**src/rtl/radlc_map.svh**
```systemverilog
// Constants for the record converter level control block.
// Assumes inclusion by the single design file; definitions only.
`ifndef RADLC_MAP_SVH
`define RADLC_MAP_SVH
`define RADLC_SYS_HZ          20000000
`define RADLC_MOD_MAX_HZ      6144000
`define RADLC_DIV_SEL_ONE     2'h0
`define RADLC_DIV_SEL_TWO     2'h1
`define RADLC_DIV_SEL_THREE   2'h2
`define RADLC_SINC_DEC_48K    5'h10
`define RADLC_SINC_DEC_96K    5'h08
`define RADLC_HB_STAGES       2
`define RADLC_GAIN_MAX        6'h30
`define RADLC_VOL_FULL        8'hff
`define RADLC_ROUTE_PORT      2'h0
`define RADLC_ROUTE_SRC       2'h1
`define RADLC_ROUTE_TX        2'h2
`define RADLC_OFS_RESET       6'h00
`endif

```
**src/rtl/radlc_pkg.sv**
```systemverilog
// Types shared by the record converter level control block.
// Assumes no other package; constants live in radlc_map.svh.
package radlc_pkg;
    typedef enum logic [3:0] {
        RADLC_IDLE    = 4'h1,
        RADLC_ATTACK  = 4'h2,
        RADLC_RECOVER = 4'h4,
        RADLC_DONE    = 4'h8
    } radlc_state_e;
    typedef enum logic [1:0] {
        RADLC_REC_NONE    = 2'h0,
        RADLC_REC_NORMAL  = 2'h1,
        RADLC_REC_LIMITED = 2'h2
    } radlc_rec_e;
endpackage

```
**src/rtl/radlc_core.sv**
```systemverilog
// Record converter digital side: clock dividers, 5-bit code, decimator, volume,
// peaks, routing, two-entry output buffer and automatic level control.
// Assumes modulator thermometer codes arrive synchronous to sys_clk; controls are
// plain ports on the same clock.
//
// Contract
// - Modulator clock is converter clock over two, or over four when selected.
// - Sinc decimates by 16 or 8, then three half-band stages by two.
// - Thermometer flash result becomes a 5-bit binary word.
// - Output words are 24-bit two's complement.
// - Output routes to serial ports, rate converter or digital transmitter.
// - Per-channel volume of 256 linear steps.
// - Peak registers hold maximum level; reading returns and clears them.
// - Master clock divides by 1, 2 or 3 to converter rate.
// - Quarter modulator clock raises alt_filter; the decimator itself is unchanged.
// - Gain up to 24 dB in 0.5 dB steps, per channel.
// - Above attack threshold, both gains drop one step.
// - In attack, wait attack interval, resample, reduce again if above.
// - One common offset on both gains; never above initial gain.
// - Detect mode one needs both channels; zero needs either.
// - Default no recovery until restart by enable toggle or restart write.
// - Normal recovery raises gain one step per recovery interval.
// - Above recovery threshold while recovering, gain holds.
// - Gain restored stays until next attack.
// - Limited recovery counts intervals with excursions; at maximum recovery stops.
// - Attack in limited recovery clears the attempt counter.
`include "radlc_map.svh"
module radlc_core (
    // Clock and reset
    input  wire logic        sys_clk,
    input  wire logic        resetn,
    // Clock setup
    input  wire logic [1:0]  mclk_div_sel,
    input  wire logic        modulator_clock_quarter_select,
    input  wire logic        rate_96k,
    // Modulator data
    input  wire logic [31:0] therm_l,
    input  wire logic [31:0] therm_r,
    // Volume, gain and routing
    input  wire logic [7:0]  vol_l,
    input  wire logic [7:0]  vol_r,
    input  wire logic [5:0]  init_gain_l,
    input  wire logic [5:0]  init_gain_r,
    input  wire logic [1:0]  route_sel,
    // Level control setup
    input  wire logic        level_control_enable,
    input  wire logic        restart_wr,
    input  wire logic        limit_both,
    input  wire logic [1:0]  rec_mode,
    input  wire logic [22:0] attack_thr,
    input  wire logic [22:0] recover_thr,
    input  wire logic [15:0] attack_time,
    input  wire logic [15:0] recover_time,
    input  wire logic [3:0]  attempt_max,
    // Peak readback
    input  wire logic        peak_rd_l,
    input  wire logic        peak_rd_r,
    output logic      [22:0] peak_l,
    output logic      [22:0] peak_r,
    // Clock outputs
    output logic             conv_clk_en,
    output logic             mod_clk_en,
    output logic             alt_filter,
    // Gain outputs
    output logic      [5:0]  gain_l,
    output logic      [5:0]  gain_r,
    output logic      [3:0]  recovery_attempt_counter,
    output logic      [3:0]  alc_state,
    // Output stream
    input  wire logic        out_ready,
    output logic             out_valid,
    output logic      [23:0] out_data_l,
    output logic      [23:0] out_data_r,
    output logic      [2:0]  out_dest
);
    // ****************************************************************
    // Clock dividers
    // ****************************************************************
    logic [1:0] mdiv_q, mdiv_d;
    logic [1:0] modc_q, modc_d;
    logic       conv_en_q, conv_en_d, mod_en_q, mod_en_d;
    // Master divide 1/2/3 gives converter enable; modulator divides that by 2 or 4
    always_comb begin
        mdiv_d    = mdiv_q + 2'h1;
        conv_en_d = 1'b0;
        if ((mclk_div_sel == `RADLC_DIV_SEL_ONE) || (mdiv_q >= mclk_div_sel)) begin
            mdiv_d    = 2'h0;
            conv_en_d = 1'b1;
        end
        modc_d   = modc_q;
        mod_en_d = 1'b0;
        if (conv_en_d) begin
            modc_d   = modc_q + 2'h1;
            mod_en_d = modulator_clock_quarter_select ? (modc_q == 2'h3) : modc_q[0];
        end
    end
    always_ff @(posedge sys_clk) begin
        if (!resetn) begin
            mdiv_q <= 2'h0; modc_q <= 2'h0; conv_en_q <= 1'b0; mod_en_q <= 1'b0;
        end else begin
            mdiv_q <= mdiv_d; modc_q <= modc_d; conv_en_q <= conv_en_d; mod_en_q <= mod_en_d;
        end
    end
    assign conv_clk_en = conv_en_q;
    assign mod_clk_en  = mod_en_q;
    assign alt_filter  = modulator_clock_quarter_select;

    // ****************************************************************
    // Code conversion, decimation and volume
    // ****************************************************************
    function automatic logic [4:0] therm2bin(input logic [31:0] t);
        logic [5:0] n;
        n = 6'h00;
        for (int i = 0; i < 32; i++) n = n + {5'h00, t[i]};
        therm2bin = (n[5]) ? 5'h1f : n[4:0];
    endfunction
    // Sinc-style accumulator; half-band stages are modelled by keeping one block sum in eight
    logic [4:0]  dec_cnt_q, dec_cnt_d;
    logic [4:0]  dec_ratio;
    logic [23:0] acc_q[2], acc_d[2];
    logic [23:0] smp_q[2], smp_d[2];
    logic [2:0]  hb_q, hb_d;
    logic        smp_v_q, smp_v_d;
    logic [7:0]  vol[2];
    logic [4:0]  code[2];
    logic [23:0] raw[2];
    assign vol[0]  = vol_l;
    assign vol[1]  = vol_r;
    assign code[0] = therm2bin(therm_l);
    assign code[1] = therm2bin(therm_r);
    assign dec_ratio = rate_96k ? `RADLC_SINC_DEC_96K : `RADLC_SINC_DEC_48K;
    always_comb begin
        dec_cnt_d = dec_cnt_q;
        hb_d      = hb_q;
        smp_v_d   = 1'b0;
        for (int c = 0; c < 2; c++) begin
            acc_d[c] = acc_q[c];
            smp_d[c] = smp_q[c];
            // Sum includes the current code so a full block is used; centre code 16 is zero
            raw[c] = 24'((acc_q[c] + {19'h0, code[c]} - ({19'h0, dec_ratio} << 4)) << 8);
        end
        if (mod_en_q) begin
            dec_cnt_d = dec_cnt_q + 5'h01;
            for (int c = 0; c < 2; c++)
                acc_d[c] = acc_q[c] + {19'h0, code[c]};
            if (dec_cnt_d == dec_ratio) begin
                dec_cnt_d = 5'h00;
                hb_d      = hb_q + 3'h1;
                for (int c = 0; c < 2; c++) acc_d[c] = 24'h0;
                if (hb_q == 3'h7) begin // Three halving stages: one word per eight
                    smp_v_d = 1'b1;
                    for (int c = 0; c < 2; c++) begin
                        // Centre code 16 maps to zero; scale to 24-bit two's complement
                        smp_d[c] = 24'(($signed({{8{raw[c][23]}}, raw[c]}) *
                                       $signed({24'h0, vol[c]})) >>> 8);
                    end
                end
            end
        end
    end
    always_ff @(posedge sys_clk) begin
        if (!resetn) begin
            dec_cnt_q <= 5'h00; hb_q <= 3'h0; smp_v_q <= 1'b0;
            for (int c = 0; c < 2; c++) begin acc_q[c] <= 24'h0; smp_q[c] <= 24'h0; end
        end else begin
            dec_cnt_q <= dec_cnt_d; hb_q <= hb_d; smp_v_q <= smp_v_d;
            for (int c = 0; c < 2; c++) begin acc_q[c] <= acc_d[c]; smp_q[c] <= smp_d[c]; end
        end
    end

    // ****************************************************************
    // Peak detectors
    // ****************************************************************
    logic [22:0] mag[2];
    logic [22:0] pk_q[2], pk_d[2];
    logic        pk_rd[2];
    assign pk_rd[0] = peak_rd_l;
    assign pk_rd[1] = peak_rd_r;
    generate
        for (genvar g = 0; g < 2; g++) begin : g_mag
            assign mag[g] = smp_q[g][23] ? 23'((~smp_q[g]) + 24'h1) : smp_q[g][22:0];
        end
    endgenerate
    // New sample beats the read clear so a peak arriving at read time is kept
    always_comb begin
        for (int c = 0; c < 2; c++) begin
            pk_d[c] = pk_rd[c] ? 23'h0 : pk_q[c];
            if (smp_v_q && (mag[c] > pk_d[c])) pk_d[c] = mag[c];
        end
    end
    always_ff @(posedge sys_clk) begin
        if (!resetn) begin
            pk_q[0] <= 23'h0; pk_q[1] <= 23'h0;
        end else begin
            pk_q[0] <= pk_d[0]; pk_q[1] <= pk_d[1];
        end
    end
    assign peak_l = pk_q[0];
    assign peak_r = pk_q[1];

    // ****************************************************************
    // Two-entry output buffer with routing
    // ****************************************************************
    logic [50:0] buf_q[2], buf_d[2];
    logic [1:0]  cnt_q, cnt_d;
    logic        vld_q;
    logic [2:0]  dest;
    assign dest = (route_sel == `RADLC_ROUTE_SRC) ? 3'h2 :
                  (route_sel == `RADLC_ROUTE_TX)  ? 3'h4 : 3'h1;
    // A full buffer drops the new word; at converter rates the receiver has ample slack
    always_comb begin
        buf_d[0] = buf_q[0];
        buf_d[1] = buf_q[1];
        cnt_d    = cnt_q;
        if (out_ready && (cnt_q != 2'h0)) begin
            buf_d[0] = buf_q[1];
            cnt_d    = cnt_q - 2'h1;
        end
        if (smp_v_q && (cnt_d != 2'h2)) begin
            buf_d[cnt_d[0]] = {dest, smp_q[0], smp_q[1]};
            cnt_d           = cnt_d + 2'h1;
        end
    end
    always_ff @(posedge sys_clk) begin
        if (!resetn) begin
            buf_q[0] <= 51'h0; buf_q[1] <= 51'h0; cnt_q <= 2'h0;
            vld_q <= 1'b0;
        end else begin
            buf_q[0] <= buf_d[0]; buf_q[1] <= buf_d[1]; cnt_q <= cnt_d;
            vld_q <= (cnt_d != 2'h0);
        end
    end
    assign out_valid  = vld_q; // Straight from a flop
    assign out_dest   = buf_q[0][50:48];
    assign out_data_l = buf_q[0][47:24];
    assign out_data_r = buf_q[0][23:0];

    // ****************************************************************
    // Automatic level control
    // ****************************************************************
    radlc_pkg::radlc_state_e st_q, st_d;
    logic [5:0]  ofs_q, ofs_d;
    logic [15:0] tmr_q, tmr_d;
    logic [3:0]  att_q, att_d;
    logic        exc_q, exc_d, en_q;
    logic        over_atk, over_rec;
    logic [5:0]  min_init;
    assign min_init = (init_gain_l < init_gain_r) ? init_gain_l : init_gain_r;
    assign over_atk = limit_both ? ((mag[0] > attack_thr) && (mag[1] > attack_thr)) :
                                   ((mag[0] > attack_thr) || (mag[1] > attack_thr));
    assign over_rec = (mag[0] > recover_thr) || (mag[1] > recover_thr);
    always_comb begin
        st_d = st_q; ofs_d = ofs_q; att_d = att_q; exc_d = exc_q;
        tmr_d = (tmr_q != 16'h0) ? tmr_q - 16'h1 : 16'h0;
        if (restart_wr || (level_control_enable != en_q) || !level_control_enable) begin
            st_d = radlc_pkg::RADLC_IDLE; ofs_d = `RADLC_OFS_RESET; att_d = 4'h0;
            exc_d = 1'b0; tmr_d = 16'h0;
        end else if (smp_v_q && over_atk && (st_q != radlc_pkg::RADLC_ATTACK)) begin
            st_d  = radlc_pkg::RADLC_ATTACK;
            att_d = 4'h0;
            if (ofs_q < min_init) ofs_d = ofs_q + 6'h01;
            tmr_d = attack_time;
        end else begin
            case (st_q)
                radlc_pkg::RADLC_ATTACK: begin
                    if (smp_v_q && (tmr_q == 16'h0)) begin
                        if (over_atk) begin
                            if (ofs_q < min_init) ofs_d = ofs_q + 6'h01;
                            tmr_d = attack_time;
                        end else begin
                            st_d  = (rec_mode == radlc_pkg::RADLC_REC_NONE) ?
                                    radlc_pkg::RADLC_DONE : radlc_pkg::RADLC_RECOVER;
                            tmr_d = recover_time;
                            exc_d = 1'b0;
                        end
                    end
                end
                radlc_pkg::RADLC_RECOVER: begin
                    if (smp_v_q && over_rec) exc_d = 1'b1;
                    if (tmr_q == 16'h0) begin
                        tmr_d = recover_time;
                        exc_d = 1'b0;
                        if (exc_q || (smp_v_q && over_rec)) begin
                            if (rec_mode == radlc_pkg::RADLC_REC_LIMITED) begin
                                att_d = att_q + 4'h1;
                                if (att_d >= attempt_max) st_d = radlc_pkg::RADLC_DONE;
                            end
                        end else if (ofs_q != 6'h00) begin
                            ofs_d = ofs_q - 6'h01;
                        end else begin
                            st_d = radlc_pkg::RADLC_DONE;
                        end
                    end
                end
                default: st_d = st_q;
            endcase
        end
    end
    always_ff @(posedge sys_clk) begin
        if (!resetn) begin
            st_q <= radlc_pkg::RADLC_IDLE; ofs_q <= `RADLC_OFS_RESET; tmr_q <= 16'h0;
            att_q <= 4'h0; exc_q <= 1'b0; en_q <= 1'b0;
        end else begin
            st_q <= st_d; ofs_q <= ofs_d; tmr_q <= tmr_d;
            att_q <= att_d; exc_q <= exc_d; en_q <= level_control_enable;
        end
    end
    // Common offset keeps the dB difference; gain never above initial value
    assign gain_l = (init_gain_l > `RADLC_GAIN_MAX) ? `RADLC_GAIN_MAX - ofs_q : init_gain_l - ofs_q;
    assign gain_r = (init_gain_r > `RADLC_GAIN_MAX) ? `RADLC_GAIN_MAX - ofs_q : init_gain_r - ofs_q;
    assign recovery_attempt_counter = att_q;
    assign alc_state = st_q;

    // ****************************************************************
    // Checks
    // ****************************************************************
    a_gain_never_above: assert property (@(posedge sys_clk) disable iff (!resetn)
        (gain_l <= init_gain_l) && (gain_r <= init_gain_r))
        else $error("gain above initial value");
    a_restart_clears: assert property (@(posedge sys_clk) disable iff (!resetn)
        restart_wr |=> (ofs_q == 6'h00))
        else $error("restart did not clear offset");
    a_offset_saturates: assert property (@(posedge sys_clk) disable iff (!resetn)
        (ofs_q >= min_init) && $stable(min_init) |=> (ofs_q <= $past(ofs_q)))
        else $error("offset wrapped");
    a_peak_read_clear: assert property (@(posedge sys_clk) disable iff (!resetn)
        peak_rd_l && !smp_v_q |=> (peak_l == 23'h0))
        else $error("peak not cleared");
    a_mod_quarter: assert property (@(posedge sys_clk) disable iff (!resetn)
        mod_en_q && modulator_clock_quarter_select && $past(modulator_clock_quarter_select)
        |-> (modc_q == 2'h0))
        else $error("quarter modulator rate wrong");
    a_attack_step: assert property (@(posedge sys_clk) disable iff (!resetn)
        smp_v_q && over_atk && (st_q != radlc_pkg::RADLC_ATTACK) && level_control_enable &&
        en_q && !restart_wr && (ofs_q < min_init) |=> (ofs_q == $past(ofs_q) + 6'h01))
        else $error("attack did not lower gain one step");
endmodule // radlc_core

```
**config.mk**
```make
export PLATFORM = sky130hd
export DESIGN_NAME = radlc_core
export DESIGN_NICKNAME = d
export VERILOG_FILES = /design/src/rtl/radlc_pkg.sv /design/src/rtl/radlc_core.sv
export VERILOG_INCLUDE_DIRS = /design/src /design/src/rtl
export SDC_FILE = /design/constraint.sdc
export NUM_CORES = 2
export LEC_CHECK = 0
export ABC_CLOCK_PERIOD_IN_PS = 13300
export BUFFER_PORTS_ARGS = -buffer_cell sky130_fd_sc_hd__buf_4
export CAP_MARGIN = 20
export CELL_PAD_IN_SITES_DETAIL_PLACEMENT = 0
export CELL_PAD_IN_SITES_GLOBAL_PLACEMENT = 1
export CORE_MARGIN = 3
export CORE_UTILIZATION = 42
export CTS_CLUSTER_DIAMETER = 40
export CTS_CLUSTER_SIZE = 20
export DETAILED_ROUTE_END_ITERATION = 16
export GPL_ROUTABILITY_DRIVEN = 0
export HOLD_SLACK_MARGIN = 0.1
export PLACE_DENSITY = 0.77
export SETUP_SLACK_MARGIN = 0.2
export SYNTH_ARGS = -nofsm -noshare
export SYNTH_HDL_FRONTEND = slang
export SYNTH_SLANG_ARGS = --single-unit
```
**constraint.sdc**
```tcl
create_clock -name sys_clk -period 13.3 [get_ports sys_clk]
set_clock_uncertainty 0.2 [all_clocks]
set_input_delay 1.33 -clock sys_clk [delete_from_list [all_inputs] [get_ports sys_clk]]
set_output_delay 1.33 -clock sys_clk [all_outputs]
set_load 0.005 [all_outputs]
```
; ---- Yosys cells after proc, flatten, opt, wreduce, memory -nomap -nowiden
; Memories as Yosys holds them, arrays and structs flattened.
; Cells that the tools add are included.
[totals]
elab_cells = 264
out_inout_bits = 121
regBits = 50
inputBits = 190
ramBits = 244
mem_count = 4
[memory_table]
columns = memory, depth, word_bits, read_ports, rd_clocked_by_memory_dff, write_ports, line
row1 = buf_q, 2, 51, 2, 0, 2, radlc_core.sv:204  ; logic [50:0] buf_q[2], buf_d[2];
row2 = acc_q, 2, 24, 2, 0, 2, radlc_core.sv:120  ; logic [23:0] acc_q[2], acc_d[2];
row3 = smp_q, 2, 24, 2, 0, 2, radlc_core.sv:121  ; logic [23:0] smp_q[2], smp_d[2];
row4 = pk_q, 2, 23, 2, 0, 2, radlc_core.sv:175  ; logic [22:0] pk_q[2], pk_d[2];
[op_classes]
reduce_logical = 37
n_eq_ne = 27
add_sub_neg = 81
n_bitwise = 13
n_lt_le_gt_ge = 14
mux = 70
mul = 2
[op_table]
columns = cell, n
row1 = $add 6x1->6, 52
row2 = $mux 48, 5
row3 = $mux 51, 4
row4 = $mux 23, 8
row5 = $gt 23x23->1, 6
row6 = $bwmux 102, 1
row7 = $mux 102, 1
row8 = $mux 24, 4
row9 = $mux 16, 5
row10 = $mux 6, 10
row11 = $demux 51 s1, 1
row12 = $add 24x5->24, 2
row13 = $mul 16x9->24, 2
row14 = $add 23x1->23 const B, 2
row15 = $not 23->23, 2
row16 = $mux 4, 8
row17 = $pmux 16 s2, 1
row18 = $sub 16x9->16, 2
row19 = $ne 3x3->1 const B, 10
row20 = $mux 5, 4
row21 = $logic_not 16->1, 1
row22 = $reduce_bool 16->1, 1
row23 = $sub 16x1->16 const B, 1
row24 = $reduce_and 7->1, 2
row25 = 53 further kinds, 109

; ---- Depth between registers and ports, before layout
[depth]
depth_word = 39
depth_mapped = 48

; ---- Worst setup path after synthesis
; Ideal clock, no wire load.
[synth_timing]
path_kind = in2reg
from = input port therm_l[0]
to = memory smp_q[0][21]
stages = 47
path_slack_ns = 0.861
arrival_ns = 12.124
setup_time_ns = 0.115
path_buffers = 0
path_cell_list = inv_1 fa_1 inv_1 fa_1 fa_1 fa_1 fa_1 inv_1 fa_1 inv_1 ha_1 a21o_1 a21oi_1 nor2b_1 o21ai_0 nand2b_1 ha_1 fa_1 (+11 left out) fa_1 inv_1 fa_1 fa_1 inv_1 fa_1 inv_1 ha_1 a21oi_1 o21ai_0 a21oi_1 o21ai_0 a211o_1 a21o_1 a21oi_1 xor2_1 o21ai_0 and2_1
[synth_lines]
columns = element, line
row1 = from (decl), radlc_core.sv:37  ; input wire logic [31:0] therm_l,
row2 = to (decl), radlc_core.sv:121

==> impl_metrics.env <==
export IMPL_die_y_um=271
export IMPL_viasPerCell=5.04
export IMPL_slowest_stage="fa_1"
export IMPL_h_tree_depth=2
export IMPL_synthArstFlopShare_pct=0
export IMPL_cts_max_path_buffers=3
export IMPL_whs_endpoint="mdiv_q[0]"
export IMPL_grt_overflow_total=0
export IMPL_via_count=23372
export IMPL_drt_iter0_markers=1252
export IMPL_maxCapViolations=0
export IMPL_rr_endpoint="smp_q[0][47]"
export IMPL_postLayoutCoreUtil_pct=50.2
export IMPL_synth_top_cell_area_share_pct=18.9
export IMPL_antenna_found_initial=0
export IMPL_final_hold_viol_count=0
export IMPL_nFillCells=6570
export IMPL_end_kind="flop"
export IMPL_min_path_type="reg2reg"
export IMPL_fin_nets=4412
export IMPL_dp_cells=4532
export IMPL_die_area_um2=73500
export IMPL_cts_root_buf="clkbuf_16"
export IMPL_cts_tree="yes"
export IMPL_synth_main_ff_cell="dfxtp_1"
export IMPL_syn_num_nets=4192
export IMPL_finalSetupViolations=0
export IMPL_place_ws_ps=-37.6
export IMPL_min_period_over_period_pct=93.4
export IMPL_drc=0
export IMPL_path_max_fanout=8
export IMPL_grt_pass1_wl_um=124000
export IMPL_max_slew_margin_pct=27.1
export IMPL_critPathKind="in2reg"
export IMPL_grt_pass1_vias=22804
export IMPL_worst_path_largest_cell_delay_ps=560
export IMPL_cp_start_kind="input port"
export IMPL_synth_area_um2=29500
export IMPL_crit_top_cell="fa_1"
export IMPL_yosys_top_cells_count="418 x inv_1, 347 x nand2_1, 313 x ha_1"
export IMPL_chipWidth_um=271
export IMPL_netlist_instances=3442
export IMPL_grt_max_degree=103
export IMPL_synth_warnings=0
export IMPL_r2r_cells=32
export IMPL_syn_avg_cell_area_um2=8.57
export IMPL_dr_pass1_iters=6
export IMPL_fmax_ghz=0.0805
export IMPL_fin_crit_ps=12430
export IMPL_final_max_slew_viol_count=0
export IMPL_synth_sequential_area_ratio_pct=18.9
export IMPL_synth_edf_count=0
export IMPL_rr_startpoint="acc_q[0][24]"
export IMPL_pin_count=311
export IMPL_status="finished, final reports clean"
export IMPL_yosysMostFrequentCell="inv_1"
export IMPL_hold_buffers=0
export IMPL_layout_drive_gt1_share_pct=13.5
export IMPL_regArea_um2=5570
export IMPL_clkTransAtPathRegs_ps=50
export IMPL_initial_core_util_pct=42.7
export IMPL_areaGrowthSynthToFinish_pct=17.4
export IMPL_r2r_slack_ps=5700
export IMPL_hp_start="mdiv_q[0]"
export IMPL_final_cells=4641
export IMPL_dpl_hpwl_um=59400
export IMPL_synth_area_leaders="dfxtp_1 19%, fa_1 17%, ha_1 13%, inv_1 5.3%, mux2i_1 4.7%"
export IMPL_wl_per_cell_um=16.4
export IMPL_cp_required_ps=13550
export IMPL_min_path_cells=1
export IMPL_numCtsBuffers=57
export IMPL_tightestPinTransition_ps=1090
export IMPL_worst_ep_arrival_time_ps=12680
export IMPL_synth_cell_types=74
export IMPL_diodes=0
export IMPL_rows=96
export IMPL_clkSinkCount=278
export IMPL_multi_input_comb_area_um2=21500
export IMPL_rsz0062_at_grt="true"
export IMPL_io_buffers=310
export IMPL_setup_slack_ps=874
export IMPL_track_usage_pct=20.5
export IMPL_insertion_delay_ps=610
export IMPL_ys_seq_elements=278
export IMPL_wirelength_um=76200
export IMPL_yosysTopAreaCell="dfxtp_1"
export IMPL_ant_nets=0
export IMPL_core_area_um2=69100
## metrics by stage
stage / setup TNS, ps / cell area, µm² / hold WS, ps
2_1_floorplan: 0 / 29500 / 225
3_3_place_gp: 0 / 32500 / 244
3_5_place_dp: -44.1 / 32500 / 243
4_1_cts: 0 / 34600 / 267
5_1_grt: 0 / 34700 / 290
6_report: 0 / 34700 / 266
## worst max-delay path: cells and delay by family
| kind | cells | cell delay [ps] |
|---|---|---|
| adders and majority gates | 15 | 6450 |
| xor gates and xnor gates | 3 | 550 |
| buffers and inverters | 8 | 620 |
| AOI/OAI and AO/OA | 12 | 2170 |
| and+or+nand+nor | 9 | 1550 |
## cell usage in the layout (no fill, tap or decap), types with 115 or more instances in the layout
cell,synthesis,routed
and2_1,173,173
inv_1,418,418
a21oi_1,126,125
fa_1,247,247
mux2i_1,139,139
o21ai_0,116,115
nand2_1,347,346
nor2b_1,142,142
buf_4,52,358
ha_1,313,312
xnor2_1,119,116
dfxtp_1,278,277
## worst max-delay path by stage
stage / start / endpoint / cells past startpoint
3_5_place_dp: therm_l[0] / smp_q[0][21] / 46
2_1_floorplan: therm_l[0] / smp_q[0][21] / 47
6_report: therm_r[0] / smp_q[0][47] / 47
5_1_grt: therm_r[0] / smp_q[0][46] / 42
3_3_place_gp: therm_l[0] / smp_q[0][21] / 46
4_1_cts: therm_l[0] / smp_q[0][21] / 46
## per-layer routing
metal  share of wire (%)  global-route usage, %  vias to the layer above
met3                 4.9                   3.08                       73
met2                  46                   33.8                      478
met4                 1.8                   4.40                        0
met5                   0                      0                        -
li1                    -                      -                    11830
met1                  47                   28.3                    10991
## cells by family (layout without fill, tap and decap cells)
family / count (synthesis) / count (layout) / synth area share, %
compound gates: 575 / 575 / 13.3
xor+xnor: 172 / 172 / 5.21
fa+ha+maj: 561 / 561 / 30.1
buf+inv: 616 / 884 / 8.57
flops: 278 / 278 / 18.9
mux: 141 / 141 / 4.79
simple gates: 1099 / 1099 / 19.2
## final cells by class
cell class                 count  area share, %
inverter                     418           4.53
clock inverter                39           1.62
tap                          931           3.36
timing repair buffer         359           7.79
multi-input combinational   2548           62.2
clock buffer                  68           4.47
sequential                   278           16.1
## repair_timing
| action | 4_1_cts | 5_1_grt |
|---|---|---|
| endpoints found under the setup margin | 0 | 9 |
| setup buffers | 0 | 2 |
| hold endpoints to repair | 0 | 0 |
| gates resized for setup | 0 | 9 |
Power is left out: the tool's default activity adds up to more than one toggle a clock period on the data nets, which glitch-free logic cannot reach.
